==> config.mk <==
export PLATFORM = sky130hd
export DESIGN_NAME = dual_slot_power_enable_fault_logic
export DESIGN_NICKNAME = d
export VERILOG_FILES = /design/src/slot_power_pkg.sv /design/src/dual_slot_power_enable_fault_logic.sv
export VERILOG_INCLUDE_DIRS = /design/src
export SDC_FILE = /design/constraint.sdc
export NUM_CORES = 1
export LEC_CHECK = 0
export BUFFER_PORTS_ARGS = -buffer_cell sky130_fd_sc_hd__buf_2
export CAP_MARGIN = 20
export CELL_PAD_IN_SITES_DETAIL_PLACEMENT = 1
export CELL_PAD_IN_SITES_GLOBAL_PLACEMENT = 1
export CORE_UTILIZATION = 45
export DETAILED_ROUTE_END_ITERATION = 7
export GPL_ROUTABILITY_DRIVEN = 1
export PLACE_DENSITY = 0.79
export SYNTH_ARGS = -nofsm -noshare
export SYNTH_HDL_FRONTEND = slang
export SYNTH_SLANG_ARGS = --single-unit
==> constraint.sdc <==
create_clock -name clk -period 3 [get_ports clk]
set_input_delay 0 -clock clk [delete_from_list [all_inputs] [get_ports clk]]
set_output_delay 0 -clock clk [all_outputs]
set_load 0.005 [all_outputs]
==> src/slot_power_consts.svh <==
`ifndef SLOT_POWER_CONSTS_SVH
`define SLOT_POWER_CONSTS_SVH

// Clock and timing
`define CLK_MHZ             50
`define POR_DELAY_US        20000
`define POR_DELAY_CYCLES    (`POR_DELAY_US * `CLK_MHZ)
`define OC_FILTER_US        10
`define OC_FILTER_CYCLES    (`OC_FILTER_US * `CLK_MHZ)

// Register byte offsets
`define OFS_CTRL_A          5'h00
`define OFS_CTRL_B          5'h04
`define OFS_STAT_A          5'h08
`define OFS_STAT_B          5'h0C
`define OFS_COMMON          5'h10

// Slot control fields
`define CTRL_MAIN_ON        0
`define CTRL_AUX_ON         1
`define CTRL_FORCE_DIS      2
`define CTRL_RESET          3'h0

// Slot status fields
`define STAT_MAIN_ON        0
`define STAT_AUX_ON         1
`define STAT_MAIN_FLT       2
`define STAT_AUX_FLT        3
`define STAT_PGOOD          4
`define STAT_FORCED         5
`define STAT_STBY_OK        6

// Common status fields
`define CS_POR_DONE         0
`define CS_IRQ_MASK         3
`define CS_GP_A             4
`define CS_GP_B             5
`define CS_MASK_RESET       1'b0

// Positions of two-bit slot groups in the synchroniser vector
`define IX_MAIN_EN          0
`define IX_AUX_EN           1
`define IX_STBY             2
`define IX_LIM12            3
`define IX_LIM3             4
`define IX_MAIN_UV          5
`define IX_MAIN_OT          6
`define IX_MAIN_PG          7
`define IX_AUX_LIM          8
`define IX_AUX_OT           9
`define IX_AUX_PG           10
`define IX_FORCE            11
`define IX_GP               12
`define SYNC_W              26

`endif

==> src/slot_power_pkg.sv <==
package slot_power_pkg;
    typedef logic [1:0]  slot_vec_t;
    typedef logic [31:0] word_t;
    typedef logic [2:0]  ctrl_t;
    typedef logic [19:0] oc_cnt_t;
endpackage

==> src/dual_slot_power_enable_fault_logic.sv <==
// The register addresses and register access over Avalon-MM were decided locally.
`timescale 1ns/1ps
`include "slot_power_consts.svh"

module dual_slot_power_enable_fault_logic
    import slot_power_pkg::*;
#(
    parameter int unsigned POR_CYCLES  = `POR_DELAY_CYCLES,
    parameter int unsigned OC_FILTER_A = `OC_FILTER_CYCLES,
    parameter int unsigned OC_FILTER_B = `OC_FILTER_CYCLES
) (
    input  wire logic        clk,
    input  wire logic        arst_n,
    input  wire logic        clk_en,
    input  wire logic [1:0]  main_enable_in,
    input  wire logic [1:0]  aux_enable_in,
    input  wire logic [1:0]  force_on_n,
    input  wire logic [1:0]  standby_supply,
    input  wire logic [1:0]  main_limit_12v,
    input  wire logic [1:0]  main_limit_3v,
    input  wire logic [1:0]  main_input_uv,
    input  wire logic [1:0]  main_overtemp,
    input  wire logic [1:0]  main_output_ok,
    input  wire logic [1:0]  aux_limit,
    input  wire logic [1:0]  aux_overtemp,
    input  wire logic [1:0]  aux_output_ok,
    input  wire logic        gp_input_slot_a,
    input  wire logic        gp_input_slot_b,
    input  wire logic [4:0]  avs_address,
    input  wire logic        avs_read,
    input  wire logic        avs_write,
    input  wire logic [31:0] avs_writedata,
    input  wire logic [3:0]  avs_byteenable,
    output logic      [31:0] avs_readdata,
    output logic             avs_waitrequest,
    output logic      [1:0]  main_rails_slot,
    output logic      [1:0]  aux_rail_out,
    output logic      [1:0]  power_good_n,
    output logic      [1:0]  fault_n,
    output logic             irq_n
);

    localparam int unsigned POR_W = $clog2(POR_CYCLES + 1);

    logic [`SYNC_W-1:0] raw;
    logic [`SYNC_W-1:0] s1_reg, s2_reg, s3_reg, filt_reg, filt_next;

    logic [POR_W-1:0] por_cnt_reg, por_cnt_next;
    logic             por_done_reg, por_done_next;
    slot_vec_t        main_en_d_reg, main_en_d_next, aux_en_d_reg, aux_en_d_next;
    slot_vec_t        main_req_reg, main_req_next, aux_req_reg, aux_req_next;
    slot_vec_t        main_flt_reg, main_flt_next, aux_flt_reg, aux_flt_next;
    slot_vec_t        main_on_reg, main_on_next, aux_on_reg, aux_on_next;
    slot_vec_t        pg_true_reg, pg_true_next, forced_reg, forced_next;
    slot_vec_t        pg_n_reg, pg_n_next, flt_n_reg, flt_n_next;
    oc_cnt_t          main_oc_reg [2], main_oc_next [2], aux_oc_reg [2], aux_oc_next [2];
    ctrl_t            ctrl_reg [2], ctrl_next [2];
    logic             mask_reg, mask_next, irq_n_reg, irq_n_next, wait_reg, wait_next;
    word_t            rdata_reg, rdata_next;

    slot_vec_t main_en, aux_en, stby, main_lim, main_uv, main_ot, main_pg;
    slot_vec_t aux_lim, aux_ot, aux_pg, force_in, main_rise, aux_rise;
    slot_vec_t main_trip, aux_trip, main_clr_wr, aux_clr_wr;
    logic      wr_go, rd_go;

    function automatic slot_vec_t grp(input logic [`SYNC_W-1:0] v, input int idx);
        grp = v[2*idx +: 2];
    endfunction
    function automatic oc_cnt_t oc_limit(input int s);
        oc_limit = (s == 0) ? oc_cnt_t'(OC_FILTER_A - 1) : oc_cnt_t'(OC_FILTER_B - 1);
    endfunction
    function automatic int unsigned stat_ofs(input int s);
        stat_ofs = (s == 0) ? `OFS_STAT_A : `OFS_STAT_B;
    endfunction
    function automatic int unsigned ctrl_ofs(input int s);
        ctrl_ofs = (s == 0) ? `OFS_CTRL_A : `OFS_CTRL_B;
    endfunction

    // Force-on is inverted ahead of the first flop so that reset means released
    assign raw = {gp_input_slot_b, gp_input_slot_a, ~force_on_n, aux_output_ok, aux_overtemp,
                  aux_limit, main_output_ok, main_overtemp, main_input_uv, main_limit_3v,
                  main_limit_12v, standby_supply, aux_enable_in, main_enable_in};

    // Three-stage synchroniser with agreement filter
    always_comb begin
        filt_next = (s3_reg & ~(s2_reg ^ s3_reg)) | (filt_reg & (s2_reg ^ s3_reg));
    end

    always_ff @(posedge clk or negedge arst_n) begin
        if (!arst_n) begin
            s1_reg   <= '0;
            s2_reg   <= '0;
            s3_reg   <= '0;
            filt_reg <= '0;
        end else if (clk_en) begin
            s1_reg   <= raw;
            s2_reg   <= s1_reg;
            s3_reg   <= s2_reg;
            filt_reg <= filt_next;
        end
    end

    assign main_en  = grp(filt_reg, `IX_MAIN_EN);
    assign aux_en   = grp(filt_reg, `IX_AUX_EN);
    assign stby     = grp(filt_reg, `IX_STBY);
    assign main_lim = grp(filt_reg, `IX_LIM12) | grp(filt_reg, `IX_LIM3);
    assign main_uv  = grp(filt_reg, `IX_MAIN_UV);
    assign main_ot  = grp(filt_reg, `IX_MAIN_OT);
    assign main_pg  = grp(filt_reg, `IX_MAIN_PG);
    assign aux_lim  = grp(filt_reg, `IX_AUX_LIM);
    assign aux_ot   = grp(filt_reg, `IX_AUX_OT);
    assign aux_pg   = grp(filt_reg, `IX_AUX_PG);
    assign force_in = grp(filt_reg, `IX_FORCE);
    assign wr_go = avs_write && !wait_reg;
    assign rd_go = avs_read && wait_reg;

    always_comb begin
        por_cnt_next   = por_cnt_reg;
        por_done_next  = por_done_reg;
        main_en_d_next = main_en;
        aux_en_d_next  = aux_en;
        mask_next      = mask_reg;
        ctrl_next      = ctrl_reg;
        // Power-on delay restarts whenever either standby input drops
        if (!(&stby)) begin
            por_cnt_next  = '0;
            por_done_next = 1'b0;
        end else if (por_cnt_reg == POR_W'(POR_CYCLES - 1)) begin
            por_done_next = 1'b1;
        end else begin
            por_cnt_next = por_cnt_reg + POR_W'(1);
        end
        if (wr_go && avs_byteenable[0]) begin
            for (int s = 0; s < 2; s++) begin
                if (avs_address == 5'(ctrl_ofs(s))) begin
                    ctrl_next[s] = avs_writedata[2:0];
                end
            end
            if (avs_address == `OFS_COMMON) begin
                mask_next = avs_writedata[`CS_IRQ_MASK];
            end
        end
        for (int s = 0; s < 2; s++) begin
            main_rise[s]   = main_en[s] && !main_en_d_reg[s];
            aux_rise[s]    = aux_en[s] && !aux_en_d_reg[s];
            forced_next[s] = force_in[s] && !ctrl_reg[s][`CTRL_FORCE_DIS];
            main_clr_wr[s] = wr_go && avs_byteenable[0] && avs_address == 5'(stat_ofs(s))
                             && avs_writedata[`STAT_MAIN_FLT];
            aux_clr_wr[s]  = wr_go && avs_byteenable[0] && avs_address == 5'(stat_ofs(s))
                             && avs_writedata[`STAT_AUX_FLT];
            // Continuous current-limit timers, bypassed while forced
            main_oc_next[s] = (main_lim[s] && main_on_reg[s] && !forced_next[s])
                              ? main_oc_reg[s] + oc_cnt_t'(1) : '0;
            aux_oc_next[s]  = (aux_lim[s] && aux_on_reg[s] && !forced_next[s])
                              ? aux_oc_reg[s] + oc_cnt_t'(1) : '0;
            main_trip[s] = !forced_next[s] && main_on_reg[s] && ((main_lim[s]
                           && main_oc_reg[s] == oc_limit(s)) || main_uv[s] || main_ot[s]);
            aux_trip[s]  = !forced_next[s] && aux_on_reg[s] && ((aux_lim[s]
                           && aux_oc_reg[s] == oc_limit(s)) || aux_ot[s]);
            // Set beats clear; enable-low or echo write clears
            main_flt_next[s] = main_trip[s] || (main_flt_reg[s] && main_en[s]
                               && !main_clr_wr[s]);
            aux_flt_next[s]  = aux_trip[s] || (aux_flt_reg[s] && aux_en[s]
                               && !aux_clr_wr[s]);
            if (!por_done_reg || main_trip[s] || !main_en[s]) begin
                main_req_next[s] = 1'b0;
            end else if (main_rise[s]) begin
                main_req_next[s] = 1'b1;
            end else begin
                main_req_next[s] = main_req_reg[s];
            end
            if (!por_done_reg || aux_trip[s] || !aux_en[s]) begin
                aux_req_next[s] = 1'b0;
            end else if (aux_rise[s]) begin
                aux_req_next[s] = 1'b1;
            end else begin
                aux_req_next[s] = aux_req_reg[s];
            end
            ctrl_next[s][`CTRL_MAIN_ON] = ctrl_next[s][`CTRL_MAIN_ON] && !main_trip[s];
            ctrl_next[s][`CTRL_AUX_ON]  = ctrl_next[s][`CTRL_AUX_ON] && !aux_trip[s];
            // Both main rails share one switch state
            main_on_next[s] = forced_next[s] || (!main_flt_next[s] && !main_uv[s]
                              && (main_req_next[s] || (por_done_reg
                              && ctrl_next[s][`CTRL_MAIN_ON])));
            aux_on_next[s]  = stby[s] && (forced_next[s] || (!aux_flt_next[s]
                              && (aux_req_next[s] || (por_done_reg
                              && ctrl_next[s][`CTRL_AUX_ON]))));
            pg_true_next[s] = main_on_next[s] && aux_on_next[s] && main_pg[s] && aux_pg[s];
            pg_n_next[s]    = forced_next[s] || !pg_true_next[s];
            flt_n_next[s]   = forced_next[s] || !(main_flt_next[s] || aux_flt_next[s]);
        end
        irq_n_next = !(((|main_flt_next) || (|aux_flt_next)) && !mask_next);
    end

    // Avalon slave: one wait cycle, then a single acknowledge cycle
    always_comb begin
        wait_next  = 1'b1;
        rdata_next = rdata_reg;
        if ((avs_read || avs_write) && wait_reg) begin
            wait_next = 1'b0;
        end
        if (rd_go) begin
            rdata_next = '0;
            for (int s = 0; s < 2; s++) begin
                if (avs_address == 5'(ctrl_ofs(s))) begin
                    rdata_next[2:0] = ctrl_reg[s];
                end
                if (avs_address == 5'(stat_ofs(s))) begin
                    rdata_next[`STAT_MAIN_ON]  = main_on_reg[s];
                    rdata_next[`STAT_AUX_ON]   = aux_on_reg[s];
                    rdata_next[`STAT_MAIN_FLT] = main_flt_reg[s];
                    rdata_next[`STAT_AUX_FLT]  = aux_flt_reg[s];
                    rdata_next[`STAT_PGOOD]    = pg_true_reg[s];
                    rdata_next[`STAT_FORCED]   = forced_reg[s];
                    rdata_next[`STAT_STBY_OK]  = stby[s];
                end
            end
            if (avs_address == `OFS_COMMON) begin
                rdata_next[`CS_POR_DONE] = por_done_reg;
                rdata_next[`CS_IRQ_MASK] = mask_reg;
                rdata_next[`CS_GP_A]     = filt_reg[2*`IX_GP];
                rdata_next[`CS_GP_B]     = filt_reg[2*`IX_GP+1];
            end
        end
    end

    always_ff @(posedge clk or negedge arst_n) begin
        if (!arst_n) begin
            por_cnt_reg   <= '0;
            por_done_reg  <= 1'b0;
            main_en_d_reg <= '0;
            aux_en_d_reg  <= '0;
            main_req_reg  <= '0;
            aux_req_reg   <= '0;
            main_flt_reg  <= '0;
            aux_flt_reg   <= '0;
            main_on_reg   <= '0;
            aux_on_reg    <= '0;
            pg_true_reg   <= '0;
            forced_reg    <= '0;
            pg_n_reg      <= 2'h3;
            flt_n_reg     <= 2'h3;
            main_oc_reg   <= '{default: '0};
            aux_oc_reg    <= '{default: '0};
            ctrl_reg      <= '{default: `CTRL_RESET};
            mask_reg      <= `CS_MASK_RESET;
            irq_n_reg     <= 1'b1;
            wait_reg      <= 1'b1;
            rdata_reg     <= '0;
        end else if (clk_en) begin
            por_cnt_reg   <= por_cnt_next;
            por_done_reg  <= por_done_next;
            main_en_d_reg <= main_en_d_next;
            aux_en_d_reg  <= aux_en_d_next;
            main_req_reg  <= main_req_next;
            aux_req_reg   <= aux_req_next;
            main_flt_reg  <= main_flt_next;
            aux_flt_reg   <= aux_flt_next;
            main_on_reg   <= main_on_next;
            aux_on_reg    <= aux_on_next;
            pg_true_reg   <= pg_true_next;
            forced_reg    <= forced_next;
            pg_n_reg      <= pg_n_next;
            flt_n_reg     <= flt_n_next;
            main_oc_reg   <= main_oc_next;
            aux_oc_reg    <= aux_oc_next;
            ctrl_reg      <= ctrl_next;
            mask_reg      <= mask_next;
            irq_n_reg     <= irq_n_next;
            wait_reg      <= wait_next;
            rdata_reg     <= rdata_next;
        end
    end

    assign main_rails_slot = main_on_reg;
    assign aux_rail_out    = aux_on_reg;
    assign power_good_n    = pg_n_reg;
    assign fault_n         = flt_n_reg;
    assign irq_n           = irq_n_reg;
    assign avs_waitrequest = wait_reg;
    assign avs_readdata    = rdata_reg;

    for (genvar g = 0; g < 2; g++) begin : g_chk

    end
endmodule // dual_slot_power_enable_fault_logic

### Word-level counts from Yosys, hierarchy flattened

Cells that the tools add are included.

* bitwise operators: 7
* add/subtract/negate cells: 5
* muxes and demuxes: 28
* equality and inequality tests: 11
* reductions and logical operators: 144

Operators by type and width (number)
* $mux W20: 6
* $add A20 B1 Y20 const B: 5
* $eq A20 B9 Y1 const B: 4
* $logic_and A1 B1 Y1: 67
* $and A26 B26 Y26: 2
* $logic_not A1 Y1: 34
* $logic_or A1 B1 Y1: 34
* $not A26 Y26: 1
* $or A26 B26 Y26: 1
* $xor A26 B26 Y26: 1
* $eq A20 B20 Y1 const B: 1
* $mux W1: 14
* $mux W7: 2
* $mux W3: 4
* $eq A5 B4 Y1 const B: 2
* $reduce_and A2 Y1: 4
* $reduce_and A3 Y1: 2
* $eq A5 B3 Y1 const B: 1
* $eq A5 B5 Y1 const B: 1
* $logic_not A5 Y1: 1
* $mux W5: 1
* $reduce_or A2 Y1: 2
* $mux W2: 1
* $ne A2 B1 Y1 const B: 1
* other kinds (3): 3

* input bits: 72
* flip-flop bits (word level): 245
* output and inout bits: 42

### Depth between registers and ports, before layout

Gate-level depths: netlist of the first run.

* depth after elaboration: 17
* gate-level depth with buffers: 8
* gate-level depth less buffers: 7

### Worst setup path after synthesis of the first run

OpenSTA, ideal clock, no wires.

* kind: reg-to-reg
* from: reg aux_oc_reg[15] in the netlist's numbering
* to: reg aux_on_reg[1], in the netlist aux_rail_out[1]
* data required time: 2.868 ns
* stages on the path, launching flop included: 7
* setup slack: 0.821 ns
* arrival: 2.047 ns
* path buffers: 0
* clock period less this slack: 2.179 ns
* path through: dfrtp_1 or4_1 or4_4 o31ai_4 a31oi_4 o2111ai_2 o21ai_1

* word-level cells in the longest chain between the ends: 11
* elaborated cells between the ends (all ways): 16
* classes of those cells: eq/ne: 1; mux: 1; reduce/logical: 14

Ends and longest elaborated chain
* start: declaration: line dual_slot_power_enable_fault_logic.sv:56 `oc_cnt_t main_oc_reg [2], main_oc_next [2], aux_oc_reg [2], aux_oc_next [2];`
* start signal: assignment: line dual_slot_power_enable_fault_logic.sv:266 `aux_oc_reg <= aux_oc_next;`
* $eq A20 B9 Y1 (*): line dual_slot_power_enable_fault_logic.sv:159 `&& aux_oc_reg[s] == oc_limit(s)) || aux_ot[s]);`
* $logic_and A1 B1 Y1 (*): line dual_slot_power_enable_fault_logic.sv:159
* $logic_or A1 B1 Y1 (*): line dual_slot_power_enable_fault_logic.sv:159
* $logic_and A1 B1 Y1 (*): line dual_slot_power_enable_fault_logic.sv:158 `aux_trip[s] = !forced_next[s] && aux_on_reg[s] && ((aux_lim[s]`
* $logic_or A1 B1 Y1 or $logic_not A1 Y1 (tied branches): line dual_slot_power_enable_fault_logic.sv:172, dual_slot_power_enable_fault_logic.sv:180
* $logic_or A1 B1 Y1 or $logic_and A1 B1 Y1 (tied branches): line dual_slot_power_enable_fault_logic.sv:172, dual_slot_power_enable_fault_logic.sv:180
* $mux W1 or $logic_and A1 B1 Y1 (tied branches): line dual_slot_power_enable_fault_logic.sv:172, dual_slot_power_enable_fault_logic.sv:186
* $logic_or A1 B1 Y1: line dual_slot_power_enable_fault_logic.sv:186 `&& (aux_req_next[s] || (por_done_reg`
* $logic_and A1 B1 Y1 (*): line dual_slot_power_enable_fault_logic.sv:185 `aux_on_next[s] = stby[s] && (forced_next[s] || (!aux_flt_next[s]`
* $logic_or A1 B1 Y1 (*): line dual_slot_power_enable_fault_logic.sv:185
* $logic_and A1 B1 Y1 (*): line dual_slot_power_enable_fault_logic.sv:185
* end signal: assignment: line dual_slot_power_enable_fault_logic.sv:260 `aux_on_reg <= aux_on_next;`
* end: declaration: line dual_slot_power_enable_fault_logic.sv:53 `slot_vec_t main_on_reg, main_on_next, aux_on_reg, aux_on_next;`

Mark *: on every way between the ends. The rest lies on a longest branch, timed or not.
A chain may end at the register's enable or synchronous reset.

==> run metrics, run 1 <==
status=finished, final reports clean; net switching power=0.00274 W; routed wire length=29100 um; Skew-Pair Late Insertion Delay=0.57 ns; most frequent cells in the layout=dfrtp_1, o21ai_0, nand2_1, nor2_1, a21oi_1; routed vias=8760; vias in the first global route=9263; Max Cap Viol=0; area grow syn2layout=18.4%; Synth cell types=61; CP Cell Sequence=dlygate4sd3_1 > buf_6 > buf_4 > o211ai_1 > dlygate4sd3_1 > o21a_1 > dlygate4sd3_1; Slew headroom=38.5%; RSZ-0062 raised after global routing=no; H-tree depth=1; final-report max-slew violation count=0; worst hold stages=5; Async SR Flop Fraction=100%; CP max-delay cell=buf_4; type of origin of the critical path=primary input; Final Cycle Share=88.0%; PwrDens=706 nW/um^2; Layout Nets=1297; n_diodes=0; Clock Sinks=245; Max Root-Sink Buffers=3; worst hold slack=0.0414 ns; Routed wire per std cell=18.6 um; first-pass GRT wire length=49100 um; combinational fraction of design power=15.0%; number of synthesized register bits=245; IO buf count=57; I/O Pins=114; post_cts resized=0; Crit Path Max Fanout=93; FP Rows=57; slowest stage delay, CP=0.76 ns; GR Util All Layers=23.4%; sequential cell area fraction in the yosys report=54.1%; type of the worst setup path=in2reg; Pre-antenna DRT Iters=5; Pint=0.00674 W; DR iter-0 viols=567; chip height=161 um; Hold Path Class=in2reg; syn avg cell area=10.2 sq um; initial antenna violation count=0; Leakage=5.90 nW; Final ANT Viol Nets=0; r2r setup slk=0.39 ns; HPWL after DPL=18900 um; sequential share of power=44.5%; DRC viols=0; Worst setup EP type=flip-flop; largest net degree at the start of global routing=94; Syn Std Cell Area=11400 sq um; # fillers=2706; family with the most delay on the worst path=buffers and inverters; Worst Setup Slack, final=0.359 ns; DR vias/cell=5.59; grt total ovfl=0; Sw Share=28.9%; Crit path buffers/inverters=5; Finish-stage setup viols=0; fraction of layout cells with a size suffix above 1=15.9%; Setup Slack @ Placement=0.572 ns; setup TNS=0 ns; Clk pwr share=40.5%; Mapped Cells=1116; CTS Buf Count=28; Die X=161 um; crit-path most repeated cell=dlygate4sd3_1; dominant synthesized flop cell=dfrtp_1; Reg-to-Reg End=ctrl_reg[0]$_DFFE_PN0P_; gp weighted congestion=0.802; hold endpoint=ctrl_reg[1]$_DFFE_PN0P_; CTS tree=yes; clock root cell=clkbuf_16; CP required=3.46 ns; most common cell after layout, fill and taps aside=dfrtp_1; HP Start=avs_address[2]; Final Hold Fails=0; Clock transition at path regs=0.06 ns; Worst-Margin Slew=0.922 ns; initial core utilization=46.3%; WP data arrival=3.10 ns; Peak supply drop=0.594 mV; Final min period=2.64 ns; max frequency=379 MHz; total core area=24500 sq um; Post-synth EDFFs=0; Worst Clk Skew=0.0414 ns; worst-case reg-to-reg path depth=6; Die ar.=25900 sq um; R2R Path Start=avs_waitrequest$_DFFE_PN1P_; Ys Warns=0
## worst max path at each step
stage	startpoint	to	slack, ns	depth (start not counted)
global placement	aux_oc_reg[15]$_DFFE_PN0P_	aux_rail_out[1]$_DFFE_PN0P_	0.63	6
global route	clk_en	avs_waitrequest$_DFFE_PN1P_	0.16	7
floorplan	aux_oc_reg[15]$_DFFE_PN0P_	aux_rail_out[1]$_DFFE_PN0P_	0.82	6
finish	clk_en	avs_waitrequest$_DFFE_PN1P_	0.36	7
CTS	clk_en	avs_waitrequest$_DFFE_PN1P_	0.37	7
detailed placement	ctrl_reg[5]$_DFFE_PN0P_	pg_true_reg[0]$_DFFE_PN0P_	0.57	6
## cell usage after synthesis, types with 2 or more instances
| master | number | share of area, % |
|---|---|---|
| inv_1 | 41 | 1.4 |
| o31ai_1 | 9 | 0.60 |
| buf_1 | 4 | 0.13 |
| nand3b_1 | 3 | 0.20 |
| mux4_2 | 2 | 0.40 |
| clkbuf_1 | 38 | 1.3 |
| o211ai_1 | 5 | 0.33 |
| xnor2_1 | 29 | 2.2 |
| or3_1 | 11 | 0.61 |
| o2bb2ai_1 | 6 | 0.46 |
| ha_1 | 5 | 0.55 |
| a31oi_1 | 6 | 0.33 |
| nor4b_1 | 7 | 0.54 |
| and3_1 | 17 | 0.94 |
| nor3_1 | 16 | 0.71 |
| nor3b_1 | 2 | 0.13 |
| and2_1 | 9 | 0.50 |
| nand3_1 | 48 | 2.1 |
| mux2i_1 | 5 | 0.44 |
| o21ai_0 | 108 | 4.8 |
| dfrtp_1 | 239 | 53 |
| nor2_1 | 104 | 3.4 |
| dfstp_2 | 6 | 1.4 |
| mux2_2 | 57 | 5.7 |
| nand2b_1 | 6 | 0.33 |
| nand4_1 | 20 | 1.1 |
| or4_1 | 3 | 0.20 |
| xor2_1 | 41 | 3.2 |
| buf_4 | 25 | 1.7 |
| o21ai_1 | 20 | 0.88 |
| a221o_1 | 2 | 0.18 |
| nor2b_1 | 6 | 0.33 |
| a21oi_1 | 58 | 2.6 |
| a222oi_1 | 3 | 0.26 |
| mux2_1 | 3 | 0.30 |
| and3b_1 | 2 | 0.15 |
| nor4_1 | 10 | 0.55 |
| nand2_1 | 104 | 3.4 |
| o211a_1 | 3 | 0.26 |
| and4_1 | 12 | 0.93 |
## routing by layer
layer  routed length [um]  up-vias  share of wire [%]  track usage (%)
li1                     -     4070                  -                -
met4                  601        0                2.1             5.57
met2                14400      165                 50             40.0
met1                13000     4477                 45             31.8
met5                    0        -                  0                0
met3                 1050       48                3.6             2.87
## layout make-up
| type | instances | area [sq um] | area share (%) |
|---|---|---|---|
| multi-input cells | 787 | 4800 | 35.7 |
| well taps | 324 | 405 | 3.02 |
| clock inverters | 17 | 292 | 2.17 |
| clock buffers | 35 | 767 | 5.71 |
| inverters | 41 | 154 | 1.14 |
| flip-flops and latches | 245 | 6140 | 45.7 |
| repair buffers | 117 | 882 | 6.56 |
## metrics by stage
stage | std cells | utilization (%) | instance area [sq um] | power (W)
after floorplan | 1140 | - | 11400 | 0.00498
final | 1566 | 54.8 | 13400 | 0.00949
after global routing | 1566 | 54.8 | 13400 | 0.00990
after CTS | 1566 | 54.8 | 13400 | 0.00956
after detailed placement | 1472 | 48.8 | 12000 | 0.00562
after global placement | 1472 | 48.8 | 12000 | 0.00549
## power groups by stage
stage / clock, W / combinational, W / sequential [W]
4_1_cts: 0.00391 / 0.00143 / 0.00422
5_1_grt: 0.00403 / 0.00159 / 0.00428
3_3_place_gp: 0 / 0.00126 / 0.00423
3_5_place_dp: 0 / 0.00136 / 0.00426
6_report: 0.00384 / 0.00142 / 0.00422
2_1_floorplan: 0 / 0.000905 / 0.00407
## repair_timing
action	in CTS	in global routing
hold buffers	42	0
hold endpoints to repair	147	0
setup buffers	0	0
endpoints found under the setup margin	0	0
## cells by family (layout without fill, tap and decap cells)
group | count (synthesis) | after routing | synth area share [%]
and+or+nand+nor | 385 | 385 | 16.7
DFF | 245 | 245 | 54.1
AOI/OAI and AO/OA | 235 | 235 | 12.1
buffers and inverters | 108 | 210 | 4.40
xor gates and xnor gates | 70 | 70 | 5.40
muxes | 67 | 67 | 6.79
adders and majority gates | 5 | 5 | 0.551
other | 1 | 25 | 0.0330
## worst min-delay path: stages
cell,delay (ns)
buf_2,0.15
nand2b_1,0.15
nor4_1,0.11
nand2_1,0.10
o21ai_1,0.06
(Power assumes the default switching activity.)
==> run 2, diff against run 1 <==
Settings changed: PLACE_DENSITY 0.79 to 0.75.
==> run 2 against run 1 <==
Total power is 2.8% lower. Worst setup slack better by 0.012 ns. Sequential cell count stayed put. Register-to-register slack hardly changed. Sequential share of layout area is 0.33 points higher. Critical path depth is 2 higher. Clock power is 7.3% lower. Combinational power hardly changed. Sequential power hardly changed. Critical endpoint is now ctrl_reg[0]$_DFFE_PN0P_. Largest power group unchanged. Highest routed layer unchanged.
==> run metrics, run 2 (same netlist as run 1, synthesis figures left out) <==
status=finished, final reports clean (unchanged); GR Util All Layers=23.4% (about the same); Crit Path Max Fanout=36 (was 93); most frequent cells in the layout=dfrtp_1, o21ai_0, nand2_1, nor2_1, a21oi_1 (unchanged); Worst Clk Skew=0.00830 ns (was 0.0414 ns); area of placed instances=12000 sq um (about the same); setup TNS=0 ns (unchanged); Crit path buffers/inverters=6 (was 5); final-report max-slew violation count=0 (unchanged); Setup Slack @ Placement=0.494 ns (was 0.572 ns); family with the most delay on the worst path=buffers and inverters (unchanged); max frequency=380 MHz (was 379 MHz); first-pass GRT wire length=48900 um (was 49100 um); RSZ-0062 raised after global routing=no (unchanged); Met2 Wirelength=14300 um (was 14400 um); FP Rows=57 (unchanged); DRT met1 WL=13600 um (was 13000 um); met3 routed WL=925 um (was 1050 um); grt total ovfl=0 (unchanged); Layout Nets=1295 (was 1297); n_diodes=0 (unchanged); largest net degree at the start of global routing=84 (was 94); initial core utilization=46.3% (unchanged); Clock transition at path regs=0.06 ns (about the same); type of the worst setup path=in2reg (unchanged); area grow syn2layout=17.6% (was 18.4%); gp weighted congestion=0.803 (was 0.802); Final Cycle Share=87.6% (was 88.0%); CP max-delay cell=dlygate4sd3_1 (was buf_4); Die X=161 um (unchanged); CTS Buf Count=27 (was 28); Design Area, Final=13300 sq um (was 13400 sq um); routed wire length=29400 um (was 29100 um); WP data arrival=3.11 ns (was 3.10 ns); IO buf count=57 (unchanged); Pre-antenna DRT Iters=6 (was 5); Max Cap Viol=0 (unchanged); Die ar.=25900 sq um (unchanged); slowest stage delay, CP=0.58 ns (was 0.76 ns); Clock Sinks=245 (unchanged); H-tree depth=1 (unchanged); I/O Pins=114 (unchanged); # fillers=2685 (was 2706); DR vias/cell=5.54 (was 5.59); CP required=3.48 ns (was 3.46 ns); routed vias=8662 (was 8760); Worst-Margin Slew=0.769 ns (was 0.922 ns); CP Cell Sequence=dlygate4sd3_1 > buf_6 > inv_1 > buf_4 > nor4_1 > nand2_1 > dlygate4sd3_1 > o21ai_1 > dlygate4sd3_1 (was dlygate4sd3_1 > buf_6 > buf_4 > o211ai_1 > dlygate4sd3_1 > o21a_1 > dlygate4sd3_1); initial antenna violation count=0 (unchanged); fraction of layout cells with a size suffix above 1=15.7% (was 15.9%); Skew-Pair Late Insertion Delay=0.54 ns (was 0.57 ns); most common cell after layout, fill and taps aside=dfrtp_1 (unchanged); PwrDens=691 nW/um^2 (was 706 nW/um^2); Routed wire per std cell=18.8 um (was 18.6 um); Max Used Layer=met4 (unchanged); Worst setup EP type=flip-flop (unchanged); type of origin of the critical path=primary input (unchanged); Worst Setup Slack, final=0.371 ns (was 0.359 ns); crit-path most repeated cell=dlygate4sd3_1 (unchanged); DRC viols=0 (unchanged); Final Hold Fails=0 (unchanged); vias in the first global route=9282 (was 9263); Peak supply drop=0.466 mV (was 0.594 mV); CTS tree=yes (unchanged); worst hold slack=0.0298 ns (was 0.0414 ns); Slew headroom=48.7% (was 38.5%); total chip power=0.00922 W (was 0.00949 W); Finish-stage setup viols=0 (unchanged); DR iter-0 viols=547 (was 567); Final min period=2.63 ns (was 2.64 ns); chip height=161 um (unchanged); Hold Path Class=in2reg (unchanged); Final ANT Viol Nets=0 (unchanged); clock root cell=clkbuf_16 (unchanged); total core area=24500 sq um (unchanged); Leakage=5.86 nW (was 5.90 nW); HPWL after DPL=18600 um (was 18900 um); Max Root-Sink Buffers=3 (unchanged)
run 2: layer usage:
layer | track usage (%) | vias up
met4 | 5.92 | 0
met3 | 2.69 | 45
met1 | 32.4 | 4405
met5 | 0 | -
met2 | 39.1 | 160
li1 | - | 4052
run 2: final timing paths:
path                                             start                     endpoint  slack [ns]  cells after the start
max in group asynchronous                       arst_n       fault_n[1]$_DFFE_PN1P_        2.06                      3
max                                             clk_en      ctrl_reg[0]$_DFFE_PN0P_        0.37                      9
max reg2reg                avs_waitrequest$_DFFE_PN1P_      ctrl_reg[0]$_DFFE_PN0P_        0.40                      6
min                                  avs_byteenable[0]      ctrl_reg[1]$_DFFE_PN0P_        0.03                      5
min in group asynchronous                       arst_n   por_cnt_reg[3]$_DFFE_PN0P_        0.07                      2
min reg2reg                avs_readdata[3]$_DFFE_PN0P_  avs_readdata[3]$_DFFE_PN0P_        0.48                      2
run 2: what timing repair did:
item	CTS	global route
gates resized for setup	0	0
hold buffers	40	0
setup buffers	0	0
hold endpoints to repair	130	0
run 2: layout make-up:
cell class / count / area (sq um) / share of cell area, %
Clock buffer: 39 / 801 / 6.00
Sequential cell: 245 / 6140 / 46.0
Inverter: 41 / 154 / 1.15
Timing Repair Buffer: 116 / 882 / 6.61
Multi-Input combinational cell: 787 / 4800 / 36.0
Clock inverter: 11 / 161 / 1.21
Tap cell: 324 / 405 / 3.04
run 2: power by group:
group | leakage [nW] | switching, W | internal, W
clock | 0.476 | 0.00137 | 0.00219
sequential | 3.14 | 0.000481 | 0.00375
combinational | 2.24 | 0.000859 | 0.000565
run 2: worst register-to-register path, cell delays in order, from the launching register on:
cell           delay (ns)
dfstp_2              0.40
nand3b_1             0.24
nor4_1               0.55
nand2_1              0.09
dlygate4sd3_1        0.58
o21ai_1              0.13
dlygate4sd3_1        0.56
run 2: metrics by stage:
step	utilization (%)	std cells
after floorplan	-	1140
after global placement	48.8	1473
after detailed placement	48.8	1473
after CTS	54.4	1563
after global routing	54.4	1563
final	54.4	1563
==> run 3, diff against run 2 <==
Settings changed: PLACE_DENSITY 0.75 to 0.77.
==> run 3 against run 2 <==
Maximum frequency grew 9.6%. Highest routed layer unchanged. Final area shrank 0.37%. Sequential share of layout area grew 0.17 points. Die area did not move. Critical path type is now reg2reg. Via count decreased by 0.74%. Worst hold slack improved by 0.0026 ns. First-iteration DRC count shrank 2.2%. Count of clock-buffer cells in the layout fell by 4. Routed wire length is 2.1% lower. Register-to-register slack gained 0.20 ns. Sequential cell count did not move. Total power shrank 0.72%. Largest power group unchanged.
==> run metrics, run 3 (same netlist as run 1, synthesis figures left out) <==
fraction of layout cells with a size suffix above 1=16.0% (was 15.7%); routed vias=8598 (was 8662); Worst setup EP type=flip-flop (unchanged); post_cts resized=0 (unchanged); Pre-antenna DRT Iters=4 (was 6); Final ANT Viol Nets=0 (unchanged); total chip power=0.00916 W (was 0.00922 W); CTS Buf Count=27 (unchanged); initial core utilization=46.3% (unchanged); RSZ-0062 raised after global routing=no (unchanged); GR Util All Layers=23.4% (about the same); Crit Path Max Fanout=5 (was 36); IO buf count=57 (unchanged); Final Cycle Share=80.0% (was 87.6%); Worst-Margin Slew=0.864 ns (was 0.769 ns); net switching power=0.00269 W (was 0.00271 W); sequential share of power=46.2% (was 45.9%); most common cell after layout, fill and taps aside=dfrtp_1 (unchanged); WP data arrival=2.80 ns (was 3.11 ns); Slew headroom=42.4% (was 48.7%); type of the worst setup path=reg2reg (was in2reg); max frequency=417 MHz (was 380 MHz); Final Hold Fails=0 (unchanged); first-pass GRT wire length=49000 um (was 48900 um); total core area=24500 sq um (unchanged); post-CTS setup buffer count=0 (unchanged); type of origin of the critical path=flip-flop (was primary input); worst hold slack=0.0324 ns (was 0.0298 ns); DR iter-0 viols=535 (was 547); I/O Pins=114 (unchanged); Worst Clk Skew=0.00749 ns (was 0.00830 ns); area grow syn2layout=17.1% (was 17.6%); gp weighted congestion=0.813 (was 0.803); CP required=3.40 ns (was 3.48 ns); vias in the first global route=9302 (was 9282); largest net degree at the start of global routing=87 (was 84); Leakage=5.83 nW (was 5.86 nW); Clock transition at path regs=0.06 ns (about the same); Routed wire per std cell=18.5 um (was 18.8 um); Pint=0.00647 W (was 0.00651 W); r2r setup slk=0.60 ns (was 0.40 ns); Clk pwr share=38.4% (was 38.6%); Layout Nets=1294 (was 1295); setup TNS=0 ns (unchanged); FP Rows=57 (unchanged); PwrDens=689 nW/um^2 (was 691 nW/um^2); combinational fraction of design power=15.4% (about the same); status=finished, final reports clean (unchanged); Sw Share=29.4% (about the same); DR vias/cell=5.51 (was 5.54); Clock Sinks=245 (unchanged); n_diodes=0 (unchanged); CTS tree=yes (unchanged); chip height=161 um (unchanged); Max Root-Sink Buffers=3 (unchanged); final-report max-slew violation count=0 (unchanged); Die X=161 um (unchanged); Hold Path Class=in2reg (unchanged); most frequent cells in the layout=dfrtp_1, o21ai_0, nand2_1, nor2_1, a21oi_1 (unchanged); DRC viols=0 (unchanged); Max Cap Viol=0 (unchanged); Final min period=2.40 ns (was 2.63 ns); grt total ovfl=0 (unchanged); routed wire length=28800 um (was 29400 um); clock root cell=clkbuf_16 (unchanged); Die ar.=25900 sq um (unchanged); Peak supply drop=0.406 mV (was 0.466 mV); Skew-Pair Late Insertion Delay=0.53 ns (was 0.54 ns); HPWL after DPL=19100 um (was 18600 um); initial antenna violation count=0 (unchanged); Finish-stage setup viols=0 (unchanged); H-tree depth=1 (unchanged)
-- run 3: cell count changes in the layout (fill, tap and decap cells not counted), sizes merged --
cell / previous run / this run
clkbuf: 39 / 35
clkinvlp: 1 / 4
dlygate4sd3: 40 / 37
buf: 76 / 78
-- run 3: layout make-up --
class                      count  area [sq um]
fill                        2720         11200
sequential                   245          6140
timing repair buffer         115           842
clock buffer                  35           766
inverter                      41           154
tap                          324           405
clock inverter                14           188
multi-input combinational    787          4800
-- run 3: critical path, stage by stage, from the launching register on --
cell	delay, ns
dfrtp_1	0.43
or4_1	0.53
or4_4	0.56
o31ai_4	0.36
a31oi_4	0.08
o2111ai_2	0.20
o21ai_1	0.09
-- run 3: routing by layer --
| layer | global-route usage (%) | vias to the layer above | share of wire, % |
|---|---|---|---|
| met5 | 0 | - | 0 |
| met4 | 5.02 | 0 | 1.6 |
| met3 | 3.05 | 34 | 3.1 |
| met2 | 39.1 | 130 | 48 |
| met1 | 32.6 | 4367 | 47 |
| li1 | - | 4067 | - |
-- run 3: power by group through the flow --
stage               clock [W]  combinational, W  sequential [W]
floorplan                   0          0.000905         0.00407
global placement            0           0.00129         0.00423
detailed placement          0           0.00136         0.00428
CTS                   0.00360           0.00143         0.00422
global route          0.00372           0.00160         0.00429
finish                0.00351           0.00141         0.00423
-- run 3: what timing repair did --
item | 4_1_cts | 5_1_grt
hold buffers | 37 | 0
setup endpoints to repair | 0 | 0
hold endpoints to repair | 125 | 0
-- run 3: final timing paths --
kind	start	endpoint	depth (start not counted)
setup / recovery	aux_oc_reg[15]$_DFFE_PN0P_	aux_rail_out[1]$_DFFE_PN0P_	6
hold / removal	avs_byteenable[0]	ctrl_reg[0]$_DFFE_PN0P_	5
setup reg to reg	aux_oc_reg[15]$_DFFE_PN0P_	aux_rail_out[1]$_DFFE_PN0P_	6
hold reg to reg	avs_readdata[4]$_DFFE_PN0P_	avs_readdata[4]$_DFFE_PN0P_	2
max in group asynchronous	arst_n	s1_reg[7]$_DFFE_PN0P_	3
min in group asynchronous	arst_n	por_cnt_reg[5]$_DFFE_PN0P_	2
-- run 3: stage by stage --
| step | utilization (%) | instance area (sq um) | worst slack (ns) | std cells |
|---|---|---|---|---|
| final | 54.2 | 13300 | 0.601 | 1561 |
| after global routing | 54.2 | 13300 | 0.421 | 1561 |
| after CTS | 54.2 | 13300 | 0.587 | 1561 |
| after detailed placement | 48.8 | 12000 | 0.639 | 1475 |
| after global placement | 48.8 | 12000 | 0.651 | 1475 |
| after floorplan | - | 11400 | 0.821 | 1140 |
